[config.mk]
export PLATFORM = sky130hd
export DESIGN_NAME = capcmp_top
export DESIGN_NICKNAME = d
export VERILOG_FILES = /design/src/design/capcmp_pkg.sv /design/src/design/chan_if.sv /design/src/design/capcmp_channel.sv /design/src/design/capcmp_top.sv
export SDC_FILE = /design/constraint.sdc
export NUM_CORES = 1
export LEC_CHECK = 0
export ABC_CLOCK_PERIOD_IN_PS = 3150
export BUFFER_PORTS_ARGS = -buffer_cell sky130_fd_sc_hd__clkbuf_2
export CAP_MARGIN = 20
export CORE_ASPECT_RATIO = 0.5
export CORE_MARGIN = 8
export CORE_UTILIZATION = 41
export CTS_CLUSTER_SIZE = 16
export DETAILED_ROUTE_END_ITERATION = 6
export GPL_TIMING_DRIVEN = 0
export PLACE_DENSITY = 0.59
export REMOVE_ABC_BUFFERS = 1
export SLEW_MARGIN = 40
export SYNTH_ARGS = -nofsm -noshare
export SYNTH_HDL_FRONTEND = slang
export SYNTH_SLANG_ARGS = --single-unit
[constraint.sdc]
create_clock -name clk_in -period 3.15 [get_ports clk_in]
set_clock_uncertainty 0.2 [all_clocks]
set_input_delay 0.7875 -clock clk_in [delete_from_list [all_inputs] [get_ports clk_in]]
set_output_delay 0.7875 -clock clk_in [all_outputs]
set_load 0.005 [all_outputs]
[src/design/capcmp_pkg.sv]
// Purpose: Shared constants and state types for the dual capture/compare unit.
// Assumes: 32-bit Avalon-MM register bus, byte addresses, one register per word.
// Notes: Mode codes follow the channel mode field encoding.
package capcmp_pkg;

  // ****************************************
  // Register map
  // ****************************************
  localparam int ADDR_W = 6;
  localparam logic [5:0] OFS_CHAN1_VALUE_LOW = 6'h00;
  localparam logic [5:0] OFS_CHAN1_VALUE_HIGH = 6'h04;
  localparam logic [5:0] OFS_CHAN2_VALUE_LOW = 6'h08;
  localparam logic [5:0] OFS_CHAN2_VALUE_HIGH = 6'h0C;
  localparam logic [5:0] OFS_CHAN1_CONTROL = 6'h10;
  localparam logic [5:0] OFS_CHAN2_CONTROL = 6'h14;
  localparam logic [5:0] OFS_THIRD_TIMER_CONTROL = 6'h18;
  localparam logic [5:0] OFS_EVENT_FLAGS = 6'h1C;
  localparam logic [5:0] OFS_PORT_DATA = 6'h20;
  localparam logic [5:0] OFS_PORT_DIRECTION = 6'h24;
  localparam logic [5:0] OFS_PIN_STATUS = 6'h28;

  // ****************************************
  // Field positions and reset values
  // ****************************************
  localparam int CTL_W = 6;
  localparam int SEL1_BIT = 3;
  localparam int SEL2_BIT = 6;
  localparam logic [7:0] RST_THIRD_TIMER_CONTROL = 8'h00;
  localparam logic [5:0] RST_CONTROL = 6'h00;
  localparam logic [15:0] RST_VALUE = 16'h0000;
  localparam logic [1:0] RST_PORT_DIRECTION = 2'h3;
  localparam logic [1:0] RST_PORT_DATA = 2'h0;

  // ****************************************
  // Channel modes and prescaler counts
  // ****************************************
  typedef enum logic [3:0] {
    MODE_OFF = 4'b0000,
    MODE_CMP_TOGGLE = 4'b0010,
    MODE_CAP_FALL = 4'b0100,
    MODE_CAP_RISE = 4'b0101,
    MODE_CAP_RISE4 = 4'b0110,
    MODE_CAP_RISE16 = 4'b0111,
    MODE_CMP_SET_HIGH = 4'b1000,
    MODE_CMP_SET_LOW = 4'b1001,
    MODE_CMP_SOFT = 4'b1010,
    MODE_CMP_SPECIAL = 4'b1011
  } chan_mode_t;
  localparam logic [3:0] PRESC4_LAST = 4'h3;
  localparam logic [3:0] PRESC16_LAST = 4'hF;

  typedef struct packed {
    logic sync1;
    logic sync2;
    logic prev;
    logic [3:0] presc;
    logic latch;
    logic [3:0] mode_prev;
    logic match_prev;
  } chan_state_t;

  typedef struct packed {
    logic [15:0] val1;
    logic [15:0] val2;
    logic [5:0] ctl1;
    logic [5:0] ctl2;
    logic [7:0] t3ctl;
    logic [1:0] flags;
    logic [1:0] port_data;
    logic [1:0] port_dir;
    logic ack;
    logic [31:0] rdata;
    logic clr1;
    logic clr3;
    logic adc;
    logic [1:0] pin;
  } top_state_t;

endpackage

[src/design/chan_if.sv]
// Purpose: Carries one channel's control, time base and events.
// Assumes: Driven by the unit top, answered by one channel instance.
// Notes: Strobes are one-cycle pulses.
`timescale 1ns/10ps
interface chan_if;
  logic [3:0] mode;
  logic [15:0] value;
  logic [15:0] timer;
  logic pin;
  logic capture_stb;
  logic match_stb;
  logic trigger_stb;
  logic out_latch;
  modport unit(input mode, input value, input timer, input pin,
    output capture_stb, output match_stb, output trigger_stb, output out_latch);
  modport ctrl(output mode, output value, output timer, output pin,
    input capture_stb, input match_stb, input trigger_stb, input out_latch);
endinterface

[src/design/capcmp_channel.sv]
// Purpose: One capture/compare channel: edge capture with prescaler, compare output.
// Assumes: Pin synchronous to clk_in on paper; still double-registered.
// Notes: Value storage lives in the top; this module makes events and the compare output latch.
`timescale 1ns/10ps
module capcmp_channel (
  input wire logic clk_in,
  input wire logic rst_n_in,
  chan_if.unit ifc
);
  import capcmp_pkg::*;

  chan_state_t s_reg, s_next;
  logic rise, fall, is_cap, is_cmp, eq, match, cap;

  // ****************************************
  // Event logic
  // ****************************************
  always_comb begin
    s_next = s_reg;
    s_next.sync1 = ifc.pin;
    s_next.sync2 = s_reg.sync1;
    s_next.prev = s_reg.sync2;
    s_next.mode_prev = ifc.mode;
    rise = s_reg.sync2 & ~s_reg.prev;
    fall = ~s_reg.sync2 & s_reg.prev;
    is_cap = (ifc.mode[3:2] == 2'b01);
    is_cmp = (ifc.mode == MODE_CMP_TOGGLE) || (ifc.mode[3:2] == 2'b10);
    // PWM codes 11xx act as neither here; both share the second timer outside
    case (ifc.mode)
      MODE_CAP_FALL: cap = fall;
      MODE_CAP_RISE: cap = rise;
      MODE_CAP_RISE4: cap = rise && (s_reg.presc == PRESC4_LAST);
      MODE_CAP_RISE16: cap = rise && (s_reg.presc == PRESC16_LAST);
      default: cap = 1'b0;
    endcase
    // Prescaler survives capture-to-capture switches, so a first capture may come early
    if (!is_cap) begin
      s_next.presc = 4'h0;
    end else if (cap) begin
      s_next.presc = 4'h0;
    end else if (rise) begin
      s_next.presc = s_reg.presc + 4'h1;
    end
    // Equality edge only, so a stalled timer does not refire every cycle
    eq = (ifc.value == ifc.timer);
    match = is_cmp && eq && !s_reg.match_prev;
    s_next.match_prev = is_cmp && eq;
    if (ifc.mode == MODE_OFF) begin
      s_next.latch = 1'b0;
    end else if (ifc.mode != s_reg.mode_prev && ifc.mode == MODE_CMP_SET_HIGH) begin
      s_next.latch = 1'b0;
    end else if (ifc.mode != s_reg.mode_prev && ifc.mode == MODE_CMP_SET_LOW) begin
      s_next.latch = 1'b1;
    end else if (match) begin
      case (ifc.mode)
        MODE_CMP_TOGGLE: s_next.latch = ~s_reg.latch;
        MODE_CMP_SET_HIGH: s_next.latch = 1'b1;
        MODE_CMP_SET_LOW: s_next.latch = 1'b0;
        default: s_next.latch = s_reg.latch;
      endcase
    end
    ifc.capture_stb = cap;
    ifc.match_stb = match;
    ifc.trigger_stb = match && (ifc.mode == MODE_CMP_SPECIAL);
    ifc.out_latch = s_reg.latch;
  end

  always_ff @(posedge clk_in or negedge rst_n_in) begin
    if (!rst_n_in) begin
      s_reg <= '0;
    end else begin
      s_reg <= s_next;
    end
  end

  // ****************************************
  // Checks
  // ****************************************
  a_rise_capture: assert property (@(posedge clk_in) disable iff (!rst_n_in)
    ($rose(ifc.pin) && ifc.mode == MODE_CAP_RISE) ##1
    (ifc.pin && ifc.mode == MODE_CAP_RISE)[*2] |-> ifc.capture_stb)
    else $error("rising edge not captured");
  a_off_clears: assert property (@(posedge clk_in) disable iff (!rst_n_in)
    (ifc.mode == MODE_OFF) |=> (s_reg.presc == 4'h0 && !ifc.out_latch))
    else $error("off mode did not clear state");
  a_fourth_edge: assert property (@(posedge clk_in) disable iff (!rst_n_in)
    (ifc.capture_stb && ifc.mode == MODE_CAP_RISE4) |->
    (s_reg.presc == 4'h3) ##1 (s_reg.presc == 4'h0))
    else $error("divide by four capture at wrong count");
  a_toggle_match: assert property (@(posedge clk_in) disable iff (!rst_n_in)
    (ifc.match_stb && ifc.mode == MODE_CMP_TOGGLE) |=> (ifc.out_latch != $past(ifc.out_latch)))
    else $error("toggle on match missing");
  a_soft_untouched: assert property (@(posedge clk_in) disable iff (!rst_n_in)
    (ifc.match_stb && ifc.mode == MODE_CMP_SOFT && $past(ifc.mode) == MODE_CMP_SOFT)
    |=> $stable(ifc.out_latch))
    else $error("software compare moved the pin");
  a_trigger_cause: assert property (@(posedge clk_in) disable iff (!rst_n_in)
    ifc.trigger_stb |-> (ifc.mode == MODE_CMP_SPECIAL && ifc.value == ifc.timer))
    else $error("special trigger without match");
endmodule

[src/design/capcmp_top.sv]
// Purpose: Dual capture/compare unit with Avalon-MM register slave.
// Assumes: Timer counts arrive as inputs; timers and converter live outside.
// Notes: Each register access answers after one wait cycle.
//
// What this block does
// - Each channel value is a readable, writable low byte and high byte.
// - Each channel uses first or third timer, chosen in third timer control.
// - Capture copies the full 16-bit selected timer count into the value.
// - Capture on falling, rising, every fourth or sixteenth rising edge.
// - Each capture sets the channel flag; only software clears it.
// - New capture overwrites the value register, with no overrun flag.
// - Edge detection watches the pin level whatever the pin direction.
// - Prescaler is cleared when off, outside capture modes, and by reset.
// - Switching capture prescaler settings directly leaves the count uncleared.
// - Compare mode checks value against selected timer continuously for equality.
// - Match drives high, low, toggles or leaves pin, and sets flag.
// - Control zero forces the compare output latch low, apart from port latch.
// - Software compare mode only sets the flag, pin untouched.
// - First channel special trigger clears its timer, acting as period.
// - Either trigger clears its timer; second also starts enabled conversion.
// - Second channel trigger sets no first or third timer overflow flag.
// - PWM codes 11xx do nothing here; PWM on both channels shares the second timer outside this block.
// - Capture codes 0100 fall, 0101 rise, 0110 fourth, 0111 sixteenth rise.
// - Compare codes 0010 toggle, 1000 low-then-high, 1001 high-then-low, 1010, 1011.
// - Mode 0000 turns the channel off and resets its state.
`timescale 1ns/10ps
module capcmp_top (
  input wire logic clk_in,
  input wire logic rst_n_in,
  input wire logic [capcmp_pkg::ADDR_W-1:0] address_in,
  input wire logic read_in,
  input wire logic write_in,
  input wire logic [31:0] writedata_in,
  input wire logic [3:0] byteenable_in,
  output logic [31:0] readdata_out,
  output logic waitrequest_out,
  input wire logic [15:0] first_timer_count_in,
  input wire logic [15:0] third_timer_count_in,
  output logic first_timer_clear_out,
  output logic third_timer_clear_out,
  input wire logic adc_enable_in,
  output logic adc_start_out,
  input wire logic chan1_pin_in,
  output logic chan1_pin_out,
  output logic chan1_pin_oe_out,
  input wire logic chan2_pin_in,
  output logic chan2_pin_out,
  output logic chan2_pin_oe_out,
  output logic chan1_event_flag_out,
  output logic chan2_event_flag_out
);
  import capcmp_pkg::*;

  top_state_t s_reg, s_next;
  chan_if ch1 ();
  chan_if ch2 ();
  logic sel1, sel2, req, take_wr;
  logic [1:0] flag_set, flag_clr;
  logic [15:0] first_timer_count, tmr2;
  logic [31:0] rd_mux;

  // ****************************************
  // Channels
  // ****************************************
  assign sel1 = s_reg.t3ctl[SEL1_BIT];
  assign sel2 = s_reg.t3ctl[SEL2_BIT];
  assign first_timer_count = sel1 ? third_timer_count_in : first_timer_count_in;
  assign tmr2 = sel2 ? third_timer_count_in : first_timer_count_in;
  assign ch1.mode = s_reg.ctl1[3:0];
  assign ch1.value = s_reg.val1;
  assign ch1.timer = first_timer_count;
  assign ch1.pin = chan1_pin_in;
  assign ch2.mode = s_reg.ctl2[3:0];
  assign ch2.value = s_reg.val2;
  assign ch2.timer = tmr2;
  assign ch2.pin = chan2_pin_in;

  capcmp_channel u_chan1 (
    .clk_in(clk_in),
    .rst_n_in(rst_n_in),
    .ifc(ch1)
  );

  capcmp_channel u_chan2 (
    .clk_in(clk_in),
    .rst_n_in(rst_n_in),
    .ifc(ch2)
  );

  // ****************************************
  // Bus slave and register file
  // ****************************************
  // One wait state: data is fetched while waitrequest is high, presented after
  assign req = read_in | write_in;
  assign waitrequest_out = req & ~s_reg.ack;
  assign take_wr = s_reg.ack & write_in & byteenable_in[0];

  always_comb begin
    rd_mux = 32'h0000_0000;
    case (address_in)
      OFS_CHAN1_VALUE_LOW: rd_mux[7:0] = s_reg.val1[7:0];
      OFS_CHAN1_VALUE_HIGH: rd_mux[7:0] = s_reg.val1[15:8];
      OFS_CHAN2_VALUE_LOW: rd_mux[7:0] = s_reg.val2[7:0];
      OFS_CHAN2_VALUE_HIGH: rd_mux[7:0] = s_reg.val2[15:8];
      OFS_CHAN1_CONTROL: rd_mux[5:0] = s_reg.ctl1;
      OFS_CHAN2_CONTROL: rd_mux[5:0] = s_reg.ctl2;
      OFS_THIRD_TIMER_CONTROL: rd_mux[7:0] = s_reg.t3ctl;
      OFS_EVENT_FLAGS: rd_mux[1:0] = s_reg.flags;
      OFS_PORT_DATA: rd_mux[1:0] = s_reg.port_data;
      OFS_PORT_DIRECTION: rd_mux[1:0] = s_reg.port_dir;
      OFS_PIN_STATUS: rd_mux[3:0] = {chan2_pin_in, chan1_pin_in, ch2.out_latch, ch1.out_latch};
      default: rd_mux = 32'h0000_0000;
    endcase
  end

  always_comb begin
    s_next = s_reg;
    s_next.ack = req & ~s_reg.ack;
    if (req && !s_reg.ack) begin
      s_next.rdata = rd_mux;
    end
    flag_set = {ch2.capture_stb | ch2.match_stb, ch1.capture_stb | ch1.match_stb};
    flag_clr = 2'b00;
    if (take_wr) begin
      case (address_in)
        OFS_CHAN1_VALUE_LOW: s_next.val1[7:0] = writedata_in[7:0];
        OFS_CHAN1_VALUE_HIGH: s_next.val1[15:8] = writedata_in[7:0];
        OFS_CHAN2_VALUE_LOW: s_next.val2[7:0] = writedata_in[7:0];
        OFS_CHAN2_VALUE_HIGH: s_next.val2[15:8] = writedata_in[7:0];
        OFS_CHAN1_CONTROL: s_next.ctl1 = writedata_in[CTL_W-1:0];
        OFS_CHAN2_CONTROL: s_next.ctl2 = writedata_in[CTL_W-1:0];
        OFS_THIRD_TIMER_CONTROL: s_next.t3ctl = writedata_in[7:0];
        OFS_EVENT_FLAGS: flag_clr = writedata_in[1:0];
        OFS_PORT_DATA: s_next.port_data = writedata_in[1:0];
        OFS_PORT_DIRECTION: s_next.port_dir = writedata_in[1:0];
        default: s_next.rdata = s_reg.rdata;
      endcase
    end
    // Capture beats a same-cycle software write; no overrun is recorded
    if (ch1.capture_stb) begin
      s_next.val1 = first_timer_count;
    end
    if (ch2.capture_stb) begin
      s_next.val2 = tmr2;
    end
    s_next.flags = (s_reg.flags & ~flag_clr) | flag_set;
    // Clears go only to the timer in use; no overflow flag is touched here
    s_next.clr1 = (ch1.trigger_stb & ~sel1) | (ch2.trigger_stb & ~sel2);
    s_next.clr3 = (ch1.trigger_stb & sel1) | (ch2.trigger_stb & sel2);
    s_next.adc = ch2.trigger_stb & adc_enable_in;
    // Compare latch owns the pin in compare modes, port latch otherwise
    s_next.pin[0] = (ch1.mode == MODE_CMP_TOGGLE || ch1.mode[3:2] == 2'b10) ?
      ch1.out_latch : s_reg.port_data[0];
    s_next.pin[1] = (ch2.mode == MODE_CMP_TOGGLE || ch2.mode[3:2] == 2'b10) ?
      ch2.out_latch : s_reg.port_data[1];
  end

  always_ff @(posedge clk_in or negedge rst_n_in) begin
    if (!rst_n_in) begin
      s_reg <= '0;
      s_reg.val1 <= RST_VALUE;
      s_reg.val2 <= RST_VALUE;
      s_reg.ctl1 <= RST_CONTROL;
      s_reg.ctl2 <= RST_CONTROL;
      s_reg.t3ctl <= RST_THIRD_TIMER_CONTROL;
      s_reg.port_data <= RST_PORT_DATA;
      s_reg.port_dir <= RST_PORT_DIRECTION;
    end else begin
      s_reg <= s_next;
    end
  end

  // ****************************************
  // Outputs
  // ****************************************
  assign readdata_out = s_reg.rdata;
  assign first_timer_clear_out = s_reg.clr1;
  assign third_timer_clear_out = s_reg.clr3;
  assign adc_start_out = s_reg.adc;
  assign chan1_pin_out = s_reg.pin[0];
  assign chan2_pin_out = s_reg.pin[1];
  // Direction bit set means input, as software is expected to choose in capture
  assign chan1_pin_oe_out = ~s_reg.port_dir[0];
  assign chan2_pin_oe_out = ~s_reg.port_dir[1];
  assign chan1_event_flag_out = s_reg.flags[0];
  assign chan2_event_flag_out = s_reg.flags[1];

  // ****************************************
  // Checks
  // ****************************************
  a_bus_answer: assert property (@(posedge clk_in) disable iff (!rst_n_in)
    (req && waitrequest_out) |=> !waitrequest_out)
    else $error("bus request not answered in one wait cycle");
  a_flag_sticky: assert property (@(posedge clk_in) disable iff (!rst_n_in)
    (ch1.capture_stb || ch1.match_stb) |=> chan1_event_flag_out)
    else $error("channel one flag not set by event");
  a_capture_store: assert property (@(posedge clk_in) disable iff (!rst_n_in)
    ch2.capture_stb |=> (s_reg.val2 == $past(tmr2)))
    else $error("captured value does not match timer");
  a_period_clear: assert property (@(posedge clk_in) disable iff (!rst_n_in)
    (ch1.trigger_stb && !sel1) |=> first_timer_clear_out)
    else $error("first timer not cleared by trigger");
  a_adc_start: assert property (@(posedge clk_in) disable iff (!rst_n_in)
    adc_start_out |-> $past(ch2.trigger_stb && adc_enable_in))
    else $error("conversion start without enabled trigger");
endmodule

==> reports/metrics.cfg, run 1 <==
[status]
status = completed

[cells_and_area]
drive_gt1_share_pct = 23.63
final_util_pct = 47.04
diodes = 0
largest_register_ff_count = 17
synthToLayoutAreaGrowth_pct = 12.93
nets = 645

[timing]
rsz0062_at_grt = no
max_freq_mhz = 338.3
tns_ns = 0
final.period_utilization_pct = 93.83
hold_viol_final = 0
min_period_ns = 2.956
fin_ws_ns = 0.1944
drv_slew = 0
setup-violations-final = 0
hold_ws_ns = 0.1354
relSlewSlack_pct = 47.26
max_slew.worst_pin.slew_ns = 0.7852

[clock_network]
cts_tree = yes
holdBufCountCts = 0
cts.clk_slew.worst_paths_ns = 0.07
clk-insertion-delay-late_ns = 0.35
htree_levels = 3
numCtsBuffers = 9
clk_path_buf_depth = 2
clock-sinks = 98
clockRootBuffer = clkbuf_16
post_cts_buffers = 0
ctsResizeCount = 2

[yosys]
syn_inst = 511
synth_top_area_share_pct = 42.80
async_flop_share_pct = 100.0
yosys-top-cells-area = dfrtp_1 (43%), mux2i_1 (18%), mux2_2 (5.6%)
synthTopCellsByCount = mux2i_1 (101), dfrtp_1 (96), nor2_1 (34)
ys_ff_latch = 98
synth_flop_cell = dfrtp_1
ys_warn_count = 0
synthDistinctLibCells = 54
yosysMostFrequentCell = mux2i_1
ys_seq_area_share_pct = 43.74
synth_top_area_cell = dfrtp_1
synth_edf_count = 0
syn-mean-instance-area_sq_um = 10.98
syn_area_sq_mm = 0.005613

[hold_path]
hold_path_class = in2async

[floorplanning]
die_y_microns = 98.74
io_pins = 123
start_util_pct = 41.65
rows = 30
fp.dieW_microns = 181.5
die-area_sq_mm = 0.01792
core_sq_mm = 0.01348

[global_route]
first_global_vias = 4057
antenna_found_initial = 0
grt-ovfl-total = 0
grt_start_max_net_pins = 68
grt_pass1_wl_mm = 23.44
grtUsageTotal_pct = 16.72

[detailed_routing]
detail_route.wl_per_cell_microns = 20.43
vias_per_cell = 5.596
met1_length_mm = 7.136
dr.pass1.iters = 5
route.met3.wl_mm = 1.121
ant_nets = 0
drc = 0
vias = 4158
wl_mm = 15.18
highest_layer = met4
drtIter0Drc = 394
wl_met2_mm = 6.702

[worst_setup_path]
critPathLaunchType = primary input
end_kind = flop
slowest_delay_ns = 0.57
r2r_end = third_timer_clear_out$_DFF_PN0_
cpMaxStageDelayCell = nor2_1
path_buf_inv = 1
criticalPathCategory = in2reg
crit_chain = clkbuf_2 > nor3_1 > nand2b_1 > nor2_1 > nand2_1 > mux2_2
cp.arrival_ns = 2.99
path_max_fanout = 9
path_delay_family = simple AND/OR/NAND/NOR gates
worst_r2r_startpoint = s_reg[50]$_DFFE_PN0P_
crit_required_ns = 3.18
reg2reg_depth = 6
reg2reg_slack_ns = 0.22

[power_and_ir_drop]
power.density_mw_per_mm2 = 509.2
ir_worst_vdd_uv = 299.4
p_leak_nw = 3.035
power.total_mw = 3.228

[run]
maxCapViolations = 0

[placement]
place_hpwl_mm = 10.89
gp_congestion = 0.8085
port_buffers = 71
pre_cts_ws_ns = -0.4958

worst max-delay path by stage:
stage                                     start                              end  slack (ns)  depth (start not counted)
final                             address_in[2]          ch1.mode[0]$_DFFE_PN0P_        0.19                          6
after global routing      s_reg[50]$_DFFE_PN0P_  third_timer_clear_out$_DFF_PN0_        0.01                          6
after detailed placement          address_in[2]         ch2.value[2]$_DFFE_PN0P_       -0.50                          7
after CTS                 s_reg[50]$_DFFE_PN0P_  third_timer_clear_out$_DFF_PN0_        0.03                          6
after global placement            address_in[2]         ch2.value[1]$_DFFE_PN0P_       -0.49                          7
after floorplan                   address_in[1]        ch2.value[10]$_DFFE_PN0P_        0.58                          5
worst register-to-register path, stage by stage, from the launching register on:
cell and delay (ns):
dfrtp_4 0.66, mux2i_1 0.37, xnor2_1 0.10, nor4_1 0.48, nand4_1 0.30, nor3_1 0.52, a22o_1 0.24
metal layers:
| layer | track usage [%] | vias up |
|---|---|---|
| met5 | 0 | - |
| met4 | 4.133 | 0 |
| met3 | 4.736 | 16 |
| met2 | 25.79 | 146 |
| met1 | 22.81 | 2094 |
| li1 | - | 1902 |
where the power goes:
group          switching, mW  internal (mW)  total [mW]
Clock                  0.490          0.695        1.18
Sequential             0.143           1.39        1.54
Combinational          0.267          0.240       0.508
Total                  0.900           2.33        3.23
cells by family (layout without fill, tap and decap cells):
logic type | after synthesis | in the layout | synth area share [%]
adders and majority gates | 2 | 2 | 0.4458
and+or+nand+nor | 113 | 113 | 10.72
other | 1 | 24 | 0.06681
DFF | 98 | 98 | 43.74
AOI/OAI and AO/OA | 62 | 62 | 8.248
xor gates and xnor gates | 41 | 41 | 6.398
buffers and inverters | 65 | 98 | 6.754
muxes | 129 | 129 | 23.63
per-stage QoR:
step                cell area (sq um)  cells
finish                           6339    743
global route                     6339    743
floorplan                        5350    477
detailed placement               5997    727
CTS                              6325    743
global placement                 5926    724
placed cells by master, fill, tap and decap left out, types with 3 or more instances in the layout:
| cell | n |
|---|---|
| a21oi_1 | 9 |
| a221oi_1 | 6 |
| a222oi_1 | 8 |
| a22o_1 | 6 |
| a22oi_1 | 9 |
| a31oi_1 | 6 |
| and3_1 | 3 |
| clkbuf_16 | 9 |
| clkbuf_2 | 70 |
| conb_1 | 24 |
| dfrtp_1 | 94 |
| inv_1 | 8 |
| mux2_2 | 28 |
| mux2i_1 | 101 |
| nand2_1 | 19 |
| nand2b_1 | 6 |
| nand3_1 | 6 |
| nand4_1 | 5 |
| nor2_1 | 33 |
| nor2b_1 | 4 |
| nor3_1 | 8 |
| nor3_4 | 3 |
| nor4_1 | 8 |
| o21ai_0 | 5 |
| xnor2_1 | 26 |
| xor2_1 | 15 |
layout make-up:
| class | count | area [sq um] |
|---|---|---|
| inverter | 8 | 30.03 |
| fill | 1265 | 7137 |
| tap | 176 | 220.2 |
| sequential | 98 | 2462 |
| timing repair buffer | 74 | 414.1 |
| multi-input combinational | 371 | 2893 |
| clock inverter | 7 | 93.84 |
| clock buffer | 9 | 225.2 |
Power figures use the tool's default switching activity.
==> inputs of run 2 (changes only) <==
- CORE_ASPECT_RATIO: 0.5 -> unset
- CORE_MARGIN: 8 -> 1.5
==> reports/metrics.cfg, run 2 (synthesized netlist as in run 1, its figures left out) <==
[global_route]
grt-ovfl-total = 0
antenna_found_initial = 0
grt_start_max_net_pins = 64
first_global_vias = 4057
grt_pass1_wl_mm = 23.12
grtUsageTotal_pct = 21.32

[floorplanning]
die_y_microns = 120.0
core_sq_mm = 0.01330
io_pins = 123
fp.dieW_microns = 120.0
die-area_sq_mm = 0.01440
rows = 42
start_util_pct = 42.22

[worst_setup_path]
end_kind = flop
path_max_fanout = 20
cp.arrival_ns = 3.09
slowest_delay_ns = 0.68
path_buf_inv = 0
path_delay_family = simple AND/OR/NAND/NOR gates
criticalPathCategory = reg2reg
crit_required_ns = 3.23
crit_chain = mux2i_1 > xnor2_1 > nor4_1 > nand4_1 > nor4_2 > a22o_1
critPathLaunchType = flop
cpMaxStageDelayCell = dfrtp_4

[timing]
max_slew.worst_pin.slew_ns = 0.7433
fin_ws_ns = 0.1430
relSlewSlack_pct = 50.07
drv_slew = 0
max_freq_mhz = 332.6
rsz0062_at_grt = no
hold_viol_final = 0
min_period_ns = 3.007
tns_ns = 0
setup-violations-final = 0
final.period_utilization_pct = 95.46

[clock_network]
clock-sinks = 98
clk-insertion-delay-late_ns = 0.35
clk_path_buf_depth = 2
clockRootBuffer = clkbuf_16
cts_tree = yes
post_cts_buffers = 0
numCtsBuffers = 9
htree_levels = 3
cts.clk_slew.worst_paths_ns = 0.07

[cells_and_area]
synthToLayoutAreaGrowth_pct = 13.17
drive_gt1_share_pct = 23.46
largest_register_ff_count = 17
final_common_cell = mux2i_1
multi_input_area_sq_mm = 0.002895
regArea_sq_mm = 0.002462
layout_common_cells = mux2i_1 (101), dfrtp_1 (94), clkbuf_2 (70)
fillers = 1246
diodes = 0
instances_no_fill = 743
nets = 645

[detailed_routing]
drtIter0Drc = 276
vias_per_cell = 5.526
vias = 4106
wl_mm = 14.63
dr.pass1.iters = 5
detail_route.wl_per_cell_microns = 19.70
drc = 0
ant_nets = 0

[placement]
numPlacedInstances = 727
gp_congestion = 0.7952
port_buffers = 71
place_hpwl_mm = 10.44
pre_cts_ws_ns = -0.3456

[power_and_ir_drop]
sw_frac_of_total_pct = 27.05
p_leak_nw = 3.047
ir_worst_vdd_uv = 264.4
power.density_mw_per_mm2 = 519.1
switching_power_uw = 891.9
p_seq_share_pct = 46.7
power.internal_mw = 2.406
p_clk_share_pct = 38.0
comb_power_share_pct = 15.3

[hold_path]
hold_path_class = in2async

[run]
maxCapViolations = 0

[status]
status = completed

[run 2: cell count changes in the layout (fill, tap and decap cells not counted), sizes merged]
cell      previous run  this run
clkbuf              80        81
clkinvlp             2         0
bufinv               2         3
[run 2: metal layers]
layer  GRT usage, %  up-vias  share of wire, %
met5              0        -                 0
met2          32.36      145                45
met1          30.69     2030                46
met3          3.517       23               6.2
met4          7.664        0               2.2
li1               -     1908                 -
[run 2: final timing paths]
| kind | end | slack (ns) | startpoint | depth (start not counted) |
|---|---|---|---|---|
| max in group asynchronous | s_reg[50]$_DFFE_PN0P_ | 1.98 | rst_n_in | 2 |
| min in group clk_in | u_chan1.s_next[10]$_DFF_PN0_ | 0.15 | u_chan1.s_next[11]$_DFF_PN0_ | 0 |
| worst max-delay path | first_timer_clear_out$_DFF_PN0_ | 0.14 | s_reg[47]$_DFFE_PN0P_ | 6 |
| worst min register to register | u_chan1.s_next[10]$_DFF_PN0_ | 0.15 | u_chan1.s_next[11]$_DFF_PN0_ | 0 |
| worst max register to register | first_timer_clear_out$_DFF_PN0_ | 0.14 | s_reg[47]$_DFFE_PN0P_ | 6 |
| worst min-delay path | adc_start_out$_DFF_PN0_ | 0.13 | rst_n_in | 1 |
[run 2: power by group through the flow]
stage                     registers [mW]  logic (mW)  clock network (mW)
after global placement              1.56       0.485                   0
after detailed placement            1.56       0.503                   0
after global routing                1.56       0.566                1.32
final                               1.54       0.505                1.25
after floorplan                     1.52       0.317                   0
after CTS                           1.54       0.508                1.27
[run 2: through the flow]
| step | hold slack (ns) | cell area, sq um | power [mW] | util (%) |
|---|---|---|---|---|
| floorplan | 0.1312 | 5350 | 1.836 | - |
| global placement | 0.1316 | 5926 | 2.041 | 44.57 |
| detailed placement | 0.1364 | 5996 | 2.063 | 45.10 |
| CTS | 0.1445 | 6330 | 3.314 | 47.61 |
| global route | 0.1564 | 6352 | 3.443 | 47.78 |
| finish | 0.1347 | 6352 | 3.298 | 47.78 |
[run 2: area by class of cell]
class / count / area share (%)
Clock buffer: 10 / 3.604
Clock inverter: 6 / 1.655
Inverter: 8 / 0.4727
Multi-Input combinational cell: 371 / 45.58
Sequential cell: 98 / 38.76
Tap cell: 176 / 3.467
Timing Repair Buffer: 74 / 6.461
[run 2: what timing repair did]
action,4_1_cts,5_1_grt
endpoints found under the setup margin,0,20
hold buffers,0,0
endpoints found under the hold margin,0,0
resized for setup,0,5
==> inputs of run 3 (changes only) <==
- CORE_UTILIZATION: 41 -> 40
- PLACE_DENSITY: 0.59 -> 0.58
==> reports/metrics.cfg, run 3 (synthesized netlist as in run 1, its figures left out) <==
[clock_network]
clock-sinks = 98
clockRootBuffer = clkbuf_16
post_cts_buffers = 0
numCtsBuffers = 9
cts.clk_slew.worst_paths_ns = 0.07
holdBufCountCts = 0
htree_levels = 3
clk-insertion-delay-late_ns = 0.35
cts_tree = yes
clk_path_buf_depth = 2

[cells_and_area]
instances_no_fill = 747
fillers = 1324
multi_input_area_sq_mm = 0.002893
synthToLayoutAreaGrowth_pct = 12.17
regArea_sq_mm = 0.002457
final_common_cell = mux2i_1
layout_common_cells = mux2i_1 (101), dfrtp_1 (94), clkbuf_2 (70)
nets = 645
stdcell_area_sq_mm = 0.006296
diodes = 0
drive_gt1_share_pct = 23.28
largest_register_ff_count = 17

[detailed_routing]
drc = 0
drtIter0Drc = 297
vias_per_cell = 5.590
wl_mm = 14.92
vias = 4176
detail_route.wl_per_cell_microns = 19.98
dr.pass1.iters = 5
ant_nets = 0

[global_route]
grt_pass1_wl_mm = 23.35
grtUsageTotal_pct = 21.59
antenna_found_initial = 0
first_global_vias = 4066
grt-ovfl-total = 0
grt_start_max_net_pins = 61

[worst_setup_path]
crit_required_ns = 3.22
criticalPathCategory = reg2reg
reg2reg_depth = 6
cp.arrival_ns = 3.09
path_max_fanout = 20
reg2reg_slack_ns = 0.13
r2r_end = u_chan1.ifc.out_latch$_DFFE_PN0P_
critPathLaunchType = flop
end_kind = flop
worst_r2r_startpoint = s_reg[47]$_DFFE_PN0P_
crit_start = s_reg[47]$_DFFE_PN0P_
crit_end = u_chan1.ifc.out_latch$_DFFE_PN0P_

[power_and_ir_drop]
ir_worst_vdd_uv = 219.7
power.density_mw_per_mm2 = 494.8
power.total_mw = 3.115
p_leak_nw = 3.023

[floorplanning]
io_pins = 123
fp.dieW_microns = 121.5
core_sq_mm = 0.01377
start_util_pct = 40.75
die-area_sq_mm = 0.01475
rows = 43
die_y_microns = 121.5

[placement]
pre_cts_ws_ns = -0.1712
place_hpwl_mm = 10.56
port_buffers = 71
gp_congestion = 0.8441
placed_cell_area_sq_mm = 0.006010
numPlacedInstances = 731

[status]
status = completed

[timing]
relSlewSlack_pct = 46.41
max_slew.worst_pin.slew_ns = 0.8010
setup-violations-final = 0
rsz0062_at_grt = no
hold_viol_final = 0
tns_ns = 0
min_period_ns = 3.016
drv_slew = 0
fin_ws_ns = 0.1345
max_freq_mhz = 331.6
final.period_utilization_pct = 95.73

[run]
maxCapViolations = 0

[hold_path]
hold_path_class = in2async

-- run 3: worst min path at each step --
stage,from,cells past startpoint,endpoint
global placement,u_chan2.s_next[11]$_DFF_PN0_,0,u_chan2.s_next[10]$_DFF_PN0_
finish,rst_n_in,1,third_timer_clear_out$_DFF_PN0_
detailed placement,u_chan2.s_next[11]$_DFF_PN0_,0,u_chan2.s_next[10]$_DFF_PN0_
global route,rst_n_in,1,third_timer_clear_out$_DFF_PN0_
CTS,rst_n_in,1,third_timer_clear_out$_DFF_PN0_
floorplan,u_chan1.s_next[11]$_DFF_PN0_,0,u_chan1.s_next[10]$_DFF_PN0_
-- run 3: layout make-up --
class	count	area share, %
multi-input cells	371	45.95
flip-flops and latches	98	39.03
repair buffers	74	6.459
clock buffers	14	4.352
well taps	180	3.577
inverters	8	0.4769
clock inverters	2	0.1590
-- run 3: metrics by stage --
step | hold WS [ns] | utilization (%)
final | 0.1463 | 45.71
after CTS | 0.1520 | 45.69
after global placement | 0.1352 | 43.06
after global routing | 0.1618 | 45.71
after floorplan | 0.1312 | -
after detailed placement | 0.1404 | 43.63
-- run 3: routing by layer --
layer  vias up  track usage, %  routed length (microns)
met4         0           8.456                      378
met2       143           33.12                     6884
met3        23           3.524                      736
met1      2114           30.45                     6925
met5         -               0                        0
li1       1896               -                        -
-- run 3: power breakdown --
group	internal, mW	leakage [nW]	switching [mW]
combinational	0.240	1.60	0.264
sequential	1.39	1.28	0.148
clock	0.599	0.143	0.472
-- run 3: worst max-delay path, stage by stage (launching register included) --
cell	delay, ns
dfrtp_2	0.78
mux2i_1	0.34
xnor2_1	0.15
nor4_1	0.48
nand4_1	0.24
nor4_2	0.50
mux2i_1	0.23
-- run 3: what timing repair did --
action	CTS	global route
setup endpoints to repair	0	8
hold endpoints to repair	0	0
resized for setup	0	1
